`src/rtl/fcws_pkg.sv`:
```
// fcws_pkg: constants and types for the fieldbus command word sequencer
// assumes: single clock domain, synchronous active-high reset
package fcws_pkg;

    localparam int CMD_WIDTH = 16;
    localparam logic [15:0] CMD_RESET = 16'h0005;
    localparam logic [15:0] STATUS_RESET = 16'h0001;

    localparam int BIT_SWITCH_ON_EN = 0;
    localparam int BIT_BREAKER_EN = 1;
    localparam int BIT_QSTOP_N = 2;
    localparam int BIT_START = 3;
    localparam int BIT_PRECHARGE = 4;
    localparam int BIT_EVENT_RESET = 7;
    localparam int BIT_DATA_VALID = 10;

    localparam logic START_MODE_LEVEL = 1'b0;
    localparam logic START_MODE_EDGE = 1'b1;

    localparam int STAT_OFF = 0;
    localparam int STAT_READY = 1;
    localparam int STAT_SWITCHED_ON = 2;
    localparam int STAT_OPERATING = 3;
    localparam int STAT_QSTOP = 4;
    localparam int STAT_FAULT = 5;
    localparam int STAT_PRECHARGING = 6;
    localparam int STAT_BREAKER = 7;
    localparam int STAT_REMOTE = 8;

    typedef enum logic [3:0] {
        ST_OFF = 4'h1,
        ST_READY = 4'h2,
        ST_SWITCHED_ON = 4'h4,
        ST_OPERATING = 4'h8
    } fcws_state_type;

    typedef struct packed {
        logic switch_on_en;
        logic breaker_en;
        logic qstop_n;
        logic start;
        logic precharge;
        logic event_reset;
    } fcws_cmd_type;

    typedef struct packed {
        fcws_state_type state;
        logic [15:0] cmd_word;
        logic start_q;
        logic reset_q;
        logic edge_armed;
        logic charging;
        logic breaker_close;
        logic modulate;
        logic fault_reset_req;
        logic quick_stop_evt;
        logic [15:0] status_word;
    } fcws_regs_type;

endpackage

```
`src/rtl/fcws_sequencer.sv`:
```
// fcws_sequencer: interprets the fieldbus command word and sequences
// off / ready / switched on / operating; status word always refreshed.
// assumes: command word is written by the fieldbus interface with a
// one-cycle write strobe; fault, inhibit and charge-done come from the
// surrounding converter logic, all synchronous to i_sys_clk.
`timescale 1ns/10ps

// Contract
// - status word is refreshed every cycle whatever control place is active.
// - start mode setting is only 0 level or 1 edge; no pulse mode.
// - level mode: start bit high is the start request.
// - level mode: start bit low stops the converter.
// - level mode: start bit high when a fault clears starts at once.
// - edge mode: start needs rising edge of start bit, then it stays high.
// - edge mode: start bit already high at fault clear does not start.
// - switch-on enable or breaker enable low blocks any start.
// - transitions act only with data valid high and fieldbus in control.
// - four states: off, ready (no fault, no inhibit), switched on, operating.
// - switch-on enable low aborts charge, breaker close, run; opens breaker.
// - off-to-ready needs switch-on enable seen low first; low stops run.
// - breaker enable permits ready and closing; low opens, returns to off.
// - start low stops or aborts startup; start high launches or keeps run.
// - pre-charge begins only on a rising edge of the start bit.
// - edge refused while unable to start needs a fresh edge later.
// - application pre-charge: bit 4 starts/continues, low stops charging.
// - data valid low holds last accepted word; reset value is 0x5.
// - rising edge of bit 7 requests a reset of faults and warnings.
module fcws_sequencer (
    input wire logic i_sys_clk,
    input wire logic i_sys_rst,
    input wire logic i_clk_en,
    input wire logic i_cmd_write,
    input wire logic [15:0] i_fieldbus_command_word,
    input wire logic i_fieldbus_active,
    input wire logic i_start_mode,
    input wire logic i_app_precharge,
    input wire logic i_fault_active,
    input wire logic i_inhibit,
    input wire logic i_charge_done,
    input wire logic i_main_breaker_closed,
    input wire logic i_main_breaker_own,
    output logic [15:0] o_status_word,
    output logic [3:0] o_state,
    output logic o_charging,
    output logic o_main_breaker_close,
    output logic o_modulate,
    output logic o_fault_reset_req,
    output logic o_quick_stop_evt
);

    fcws_pkg::fcws_regs_type r;
    fcws_pkg::fcws_regs_type next_r;

    function automatic fcws_pkg::fcws_cmd_type decode_cmd(
        input logic [15:0] w
    );
        fcws_pkg::fcws_cmd_type c;
        c.switch_on_en = w[fcws_pkg::BIT_SWITCH_ON_EN];
        c.breaker_en = w[fcws_pkg::BIT_BREAKER_EN];
        c.qstop_n = w[fcws_pkg::BIT_QSTOP_N];
        c.start = w[fcws_pkg::BIT_START];
        c.precharge = w[fcws_pkg::BIT_PRECHARGE];
        c.event_reset = w[fcws_pkg::BIT_EVENT_RESET];
        return c;
    endfunction

    function automatic logic enables_of(
        input fcws_pkg::fcws_cmd_type c
    );
        return c.switch_on_en & c.breaker_en;
    endfunction

    function automatic logic state_is(
        input fcws_pkg::fcws_state_type s,
        input fcws_pkg::fcws_state_type want
    );
        return s == want;
    endfunction

    function automatic logic start_request(
        input logic mode,
        input fcws_pkg::fcws_cmd_type c,
        input logic armed
    );
        logic req;
        // only 0 and 1 exist: the setting is one bit
        if (mode == fcws_pkg::START_MODE_LEVEL)
        begin
            req = c.start;
        end
        else
        begin
            req = c.start & armed;
        end
        return req;
    endfunction

    function automatic logic ready_allowed(
        input fcws_pkg::fcws_cmd_type c,
        input logic fault,
        input logic inhibit
    );
        // switch-on enable must be seen low first
        return !c.switch_on_en && c.breaker_en && !fault && !inhibit;
    endfunction

    function automatic logic drop_to_off(
        input fcws_pkg::fcws_cmd_type c,
        input logic fault
    );
        return !c.breaker_en || fault;
    endfunction

    function automatic logic step_down(
        input fcws_pkg::fcws_cmd_type c
    );
        return !c.switch_on_en || !c.start;
    endfunction

    function automatic fcws_pkg::fcws_state_type step_back(
        input fcws_pkg::fcws_state_type s
    );
        fcws_pkg::fcws_state_type b;
        case (s)
            fcws_pkg::ST_OPERATING:
            begin
                b = fcws_pkg::ST_SWITCHED_ON;
            end
            fcws_pkg::ST_SWITCHED_ON:
            begin
                b = fcws_pkg::ST_READY;
            end
            default:
            begin
                b = fcws_pkg::ST_OFF;
            end
        endcase
        return b;
    endfunction

    function automatic logic charge_next(
        input fcws_pkg::fcws_cmd_type c,
        input logic rise,
        input logic allow,
        input logic prev
    );
        logic on;
        on = prev;
        if (!prev)
        begin
            on = rise & c.switch_on_en & allow;
        end
        else if (!c.start || !c.switch_on_en || !allow)
        begin
            on = 1'b0;
        end
        return on;
    endfunction

    function automatic logic breaker_next(
        input fcws_pkg::fcws_cmd_type c,
        input fcws_pkg::fcws_state_type s,
        input logic own,
        input logic prev
    );
        logic close;
        close = prev;
        // closes after charging, opens on either enable low
        if (!enables_of(c) ||
            state_is(s, fcws_pkg::ST_OFF) ||
            state_is(s, fcws_pkg::ST_READY))
        begin
            close = 1'b0;
        end
        else if (own)
        begin
            close = 1'b1;
        end
        return close;
    endfunction

    function automatic logic [15:0] status_of(
        input fcws_pkg::fcws_state_type s,
        input logic qstop_n,
        input logic fault,
        input logic charging,
        input logic breaker,
        input logic active
    );
        logic [15:0] w;
        w = 16'h0000;
        w[fcws_pkg::STAT_OFF] = state_is(s, fcws_pkg::ST_OFF);
        w[fcws_pkg::STAT_READY] = state_is(s, fcws_pkg::ST_READY);
        w[fcws_pkg::STAT_SWITCHED_ON] =
            state_is(s, fcws_pkg::ST_SWITCHED_ON);
        w[fcws_pkg::STAT_OPERATING] = state_is(s, fcws_pkg::ST_OPERATING);
        w[fcws_pkg::STAT_QSTOP] = ~qstop_n;
        w[fcws_pkg::STAT_FAULT] = fault;
        w[fcws_pkg::STAT_PRECHARGING] = charging;
        w[fcws_pkg::STAT_BREAKER] = breaker;
        w[fcws_pkg::STAT_REMOTE] = active;
        return w;
    endfunction

    fcws_pkg::fcws_cmd_type cmd;
    logic start_rise;
    logic start_req;
    logic enables_ok;
    logic run_ok;
    logic charge_req;

    always_comb
    begin
        next_r = r;
        // bits 5, 6, 8, 9, 11 and above are simply never decoded
        cmd = decode_cmd(r.cmd_word);
        start_rise = cmd.start & ~r.start_q;
        enables_ok = enables_of(cmd);
        start_req = start_request(i_start_mode, cmd, r.edge_armed);
        run_ok = start_req & enables_ok & ~i_fault_active;
        charge_req = i_app_precharge ? cmd.precharge : 1'b1;

        // accept word only when valid, else hold previous
        if (i_cmd_write &&
            i_fieldbus_command_word[fcws_pkg::BIT_DATA_VALID])
        begin
            next_r.cmd_word = i_fieldbus_command_word;
        end

        next_r.start_q = cmd.start;
        next_r.reset_q = cmd.event_reset;
        next_r.fault_reset_req = cmd.event_reset & ~r.reset_q;
        next_r.quick_stop_evt = 1'b0;

        // fresh edge arms; refused edge, low bit or fault disarms
        if (!cmd.start || i_fault_active)
        begin
            next_r.edge_armed = 1'b0;
        end
        else if (start_rise)
        begin
            next_r.edge_armed = enables_ok;
        end

        if (i_fieldbus_active)
        begin
            case (r.state)
                fcws_pkg::ST_OFF:
                begin
                    if (ready_allowed(cmd, i_fault_active, i_inhibit))
                    begin
                        next_r.state = fcws_pkg::ST_READY;
                    end
                end
                fcws_pkg::ST_READY:
                begin
                    next_r.charging = charge_next(cmd, start_rise,
                        charge_req, r.charging);
                    if (!cmd.breaker_en || i_fault_active || i_inhibit)
                    begin
                        next_r.state = fcws_pkg::ST_OFF;
                    end
                    else if (r.charging && next_r.charging && i_charge_done)
                    begin
                        next_r.state = fcws_pkg::ST_SWITCHED_ON;
                    end
                end
                fcws_pkg::ST_SWITCHED_ON:
                begin
                    if (drop_to_off(cmd, i_fault_active))
                    begin
                        next_r.state = fcws_pkg::ST_OFF;
                    end
                    else if (step_down(cmd))
                    begin
                        next_r.state = step_back(r.state);
                    end
                    else if (run_ok && cmd.qstop_n)
                    begin
                        next_r.state = fcws_pkg::ST_OPERATING;
                    end
                end
                fcws_pkg::ST_OPERATING:
                begin
                    if (drop_to_off(cmd, i_fault_active))
                    begin
                        next_r.state = fcws_pkg::ST_OFF;
                    end
                    else if (step_down(cmd))
                    begin
                        next_r.state = step_back(r.state);
                    end
                    else if (!cmd.qstop_n)
                    begin
                        next_r.state = fcws_pkg::ST_SWITCHED_ON;
                        next_r.quick_stop_evt = 1'b1;
                    end
                end
                default:
                begin
                    next_r.state = fcws_pkg::ST_OFF;
                end
            endcase
        end

        if (!state_is(next_r.state, fcws_pkg::ST_READY))
        begin
            next_r.charging = 1'b0;
        end
        next_r.breaker_close = breaker_next(cmd, next_r.state,
            i_main_breaker_own, r.breaker_close);
        next_r.modulate = state_is(next_r.state, fcws_pkg::ST_OPERATING);

        // status word every cycle, whichever place is in control
        next_r.status_word = status_of(next_r.state, cmd.qstop_n,
            i_fault_active, next_r.charging, i_main_breaker_closed,
            i_fieldbus_active);
    end

    always_ff @(posedge i_sys_clk)
    begin
        if (i_sys_rst)
        begin
            r <= '0;
            r.state <= fcws_pkg::ST_OFF;
            r.cmd_word <= fcws_pkg::CMD_RESET;
            r.status_word <= fcws_pkg::STATUS_RESET;
        end
        else if (i_clk_en)
        begin
            r <= next_r;
        end
    end

    assign o_status_word = r.status_word;
    assign o_state = r.state;
    assign o_charging = r.charging;
    assign o_main_breaker_close = r.breaker_close;
    assign o_modulate = r.modulate;
    assign o_fault_reset_req = r.fault_reset_req;
    assign o_quick_stop_evt = r.quick_stop_evt;

endmodule

```
`config.mk`:
```
export PLATFORM = sky130hd
export DESIGN_NAME = fcws_sequencer
export DESIGN_NICKNAME = d
export VERILOG_FILES = /design/src/rtl/fcws_pkg.sv /design/src/rtl/fcws_sequencer.sv
export SDC_FILE = /design/constraint.sdc
export NUM_CORES = 1
export LEC_CHECK = 0
export BUFFER_PORTS_ARGS = -buffer_cell sky130_fd_sc_hd__buf_2
export CAP_MARGIN = 25
export CORE_ASPECT_RATIO = 2
export CORE_MARGIN = 2
export CORE_UTILIZATION = 52
export CTS_CLUSTER_SIZE = 14
export DETAILED_ROUTE_END_ITERATION = 6
export PLACE_DENSITY_LB_ADDON = 0.08
export SYNTH_ARGS = -nofsm -noshare
export SYNTH_HDL_FRONTEND = slang
export SYNTH_SLANG_ARGS = --single-unit
```
`constraint.sdc`:
```
create_clock -name i_sys_clk -period 4 [get_ports i_sys_clk]
set_input_delay 0.6 -clock i_sys_clk [delete_from_list [all_inputs] [get_ports i_sys_clk]]
set_output_delay 0.6 -clock i_sys_clk [all_outputs]
set_load 0.05 [all_outputs]
```
After elaboration in Yosys (flattened, before gate mapping). Index checks and enable logic that the tools add are counted.

Register bits after elaboration: 29. Output and inout bits: 25. Word-level logic and storage cells: 86.

Equal/unequal tests: 8. Multiplexer cells: 29. Bitwise operators: 12. Reductions and logical operators: 26.

Operators by type and width (count): 2-to-1 mux 4 bit (10); 2-to-1 mux 1 bit (18); case mux 4 bit (4 select lines) (1); AND 1 bit (8); == test 4 x 1 -> 1 bit (second input constant) (2); == test 4 x 2 -> 1 bit (second input constant) (2); == test 4 x 3 -> 1 bit (second input constant) (2); == test 4 bit (second input constant) (2); logical AND 1 bit (7); logical NOT 1 bit (7); logical OR 1 bit (7); AND reduction 2 bit (3); inverter 1 bit (4); nonzero test 2 bit (2).

Logic depth before layout (Yosys ltp).
Word-level depth: 18. Gate-level depth with buffers: 7.

Least setup slack after synthesis. No wires, ideal clock.

Kind: register to register. From: register, netlist name o_status_word[6]. To: register r (netlist bit o_main_breaker_close). Setup time: 0.120 ns. Arrival time: 1.745 ns. Data required time: 3.880 ns. Setup slack: 2.136 ns. Stages on the path, launching flop included: 7. Path buffers: 0. Period minus slack after synthesis: 1.864 ns. Cell sequence: dfxtp_1 > nand4_1 > o211ai_1 > a31oi_1 > a21oi_1 > xor2_1 > o31a_1.

RTL lines: end signal, assigned (RTL line fcws_sequencer.sv:331) `r <= next_r;`; end, declared (RTL line fcws_sequencer.sv:51) `fcws_pkg::fcws_regs_type r;`.

Worst setup path in the final report.
From: register r (netlist bit o_state[2]). To: register r (netlist bit o_main_breaker_close).

Word-level cells in the longest chain between the ends: 10. Elaborated cells on any way between the ends: 22. Classes of those cells: eq/ne (6); mux (12); reduce/logical (4).

Ends and longest elaborated chain: 2-to-1 mux 4 bit (on tied branches) (RTL line fcws_sequencer.sv:293, fcws_sequencer.sv:278); 2-to-1 mux 4 bit (on tied branches) (RTL line fcws_sequencer.sv:289, fcws_sequencer.sv:274); 2-to-1 mux 4 bit (on tied branches) (RTL line fcws_sequencer.sv:285, fcws_sequencer.sv:270); case mux 4 bit (4 select lines) (RTL line fcws_sequencer.sv:247) `case (r.state)`; 2-to-1 mux 4 bit (*) (RTL line fcws_sequencer.sv:245) `if (i_fieldbus_active)`; == test 4 x 1 -> 1 bit (RTL line fcws_sequencer.sv:77) `return s == want;`; logical OR 1 bit (RTL line fcws_sequencer.sv:169) `if (!enables_of(c) ||`; logical OR 1 bit (*) (RTL line fcws_sequencer.sv:170) `state_is(s, fcws_pkg::ST_OFF) ||`; nonzero test 2 bit (no source line); AND reduction 2 bit (no source line).

Mark *: on every way between the ends. The rest lies on a longest branch, timed or not. A chain may end at the register's enable or synchronous reset.

==> reports/results.tsv <==
metric	value	unit
status	completed	
final_cell_mix	buf_2, dfxtp_1, nor2_1	
vias	1134	
cts_buffer_depth	2	
grt_usage	21.4	%
synth_edf_count	0	
drv_cap	0	
insertion_delay	0.27	ns
synthCells	162	
netlist_area	0.00139	mm^2
p_comb_share	17.0	%
antenna_found_initial	0	
worst_ep_required_time	4.17	ns
antennaDiodeCount	0	
first_pass_iters	4	
slew_viol_final	0	
leakagePower	0.654	nW
fin_hold_ws	0.472	ns
cp-start-kind	flop	
dp_slack	1.87	ns
switching_share	30.0	%
synth.avg_cell_area	8.56	um^2
area_growth	6.14	%
hold_buffers	0	
dpl_cell_area	0.00143	mm^2
crit_arrival	2.18	ns
crit_fanout	8	
ys_seq_area_share	36.1	%
pin_count	53	
power_density	340	mW/mm^2
power.switching	0.150	mW
die_w	40.5	um
synthArstFlopShare	0	%
finalSetupViolCount	0	
fin_nets	210	
final_common_cell	buf_2	
clkSinkCount	25	
dieArea	0.00312	mm^2
register_area	500	um^2
n_fill_cell	248	
routed_wl	2.93	mm
place_hpwl	2.21	mm
pwr-share-clk	29.9	%
htreeDepth	1	
vdd_drop_max	0.217	mV
antenna_left	0	
fmax	0.497	GHz
initial_core_util	54.6	%
first_iter_violations	41	
cts.root.buffer_cell	clkbuf_8	
cts_resized	0	
period_share	50.3	%
cts_tree	done	
multi_input_area	683	um^2
final_layout_size_suffix_gt1_share	24.9	%
holdCritPathClass	reg2reg	
stdcell_count	209	
floorplan.rows	26	
intPower	0.350	mW
synth_ff_type	dfxtp_1	
wl_per_cell	14.0	um
grt_pass1_vias	1068	
p_seq_share	53.1	%
cp-end-kind	flop	
critical_path_class	reg2reg	
yosysWarnings	0	
period_needed	2.01	ns
dpl.cell_count	205	
ys_seq_elements	25	
rsz0062_at_grt	no	
synth_cell_types	47	
post_cts_buffers	0	
grt_max_degree	26	
core_area	0.00254	mm^2
numCtsBuffers	3	
drc_errors	0	
numPortBuffers	36	
routabilityCongestion	0.921	
fin_skew	0.00104	ns
die_height	77.0	um
postLayoutCellArea	0.00147	mm^2
finalHoldViolations	0	
final.setup.tns	0	ns
fin_ws	1.99	ns
clk_pin_slew	0.08	ns
grt-ovfl-total	0	
grt_pass1_wl	4.80	mm
vias_per_cell	5.43	
[final timing paths]
kind	endpoint	cells after the start	startpoint	slack, ns
setup / recovery	o_main_breaker_close	6	o_state[2]	1.99
hold reg to reg	o_status_word[8]	2	o_status_word[8]	0.47
hold / removal	o_status_word[8]	2	o_status_word[8]	0.47
setup reg to reg	o_main_breaker_close	6	o_state[2]	1.99
[critical path: stages (launching register included)]
cell and delay (ns):
dfxtp_1 0.51, nor4b_1 0.36, nand2_1 0.09, a31oi_1 0.36, a21oi_1 0.17, xor2_1 0.17
o31a_1 0.24
[cells by family (layout without fill, tap and decap cells)]
logic type             after synthesis  in the layout  synth area share (%)
other                                1              7                 0.270
flip-flops                          25             25                  36.1
XOR/XNOR                             2              2                  1.26
buffers and inverters               34             47                  16.2
AO/OA/AOI/OAI                       32             32                  16.3
AND/OR/NAND/NOR                     58             58                  22.6
multiplexers                        10             10                  7.22
[metal layers]
layer	global-route usage, %	up-vias	part of all wire (%)
li1	-	578	-
met1	24.8	510	38
met2	35.2	38	56
met3	4.05	8	4.2
met4	9.33	0	2.0
met5	0	-	0
[power groups by stage]
stage,sequential [mW],clock [mW],combinational (mW)
2_1_floorplan,0.270,0,0.0782
3_3_place_gp,0.271,0,0.0836
3_5_place_dp,0.271,0,0.0848
4_1_cts,0.265,0.155,0.0852
5_1_grt,0.267,0.165,0.0916
6_report,0.265,0.149,0.0848
[flip-flops by register name, summed over array words and instances (netlist names)]
| signal | count |
|---|---|
| o_fault_reset_req | 1 |
| r | 3 |
| o_state | 4 |
| o_status_word | 9 |
| o_quick_stop_evt | 1 |
| cmd | 6 |
| o_main_breaker_close | 1 |
[cell type report]
class                      instances  share of cell area, %
multi-input combinational        109                   46.4
sequential                        25                   34.0
timing repair buffer              36                   12.2
clock buffer                       3                   2.81
tap                               28                   2.38
inverter                           7                   1.79
clock inverter                     1                  0.340
[through the flow]
stage	util (%)	total power, mW
2_1_floorplan	-	0.348
3_3_place_gp	56.2	0.354
3_5_place_dp	56.2	0.356
4_1_cts	58.0	0.505
5_1_grt	58.0	0.524
6_report	58.0	0.500
[cells in the mapped netlist (2+ instances only)]
cell type,number,area share (%)
a21oi_1,8,2.9
nor3_1,2,0.72
nand2b_1,2,0.90
mux2i_1,10,7.2
a31oi_1,2,0.90
o21ai_0,2,0.72
nor4_1,2,0.90
dfxtp_1,25,36
buf_1,2,0.54
nor4b_1,3,1.9
a32o_1,2,1.4
nand4_1,2,0.90
o22ai_1,2,0.90
inv_1,7,1.9
a211oi_1,3,1.6
nor2_1,21,5.7
buf_4,21,11
nand2_1,14,3.8
a211o_1,4,2.5
Power figures use the tool's default switching activity.
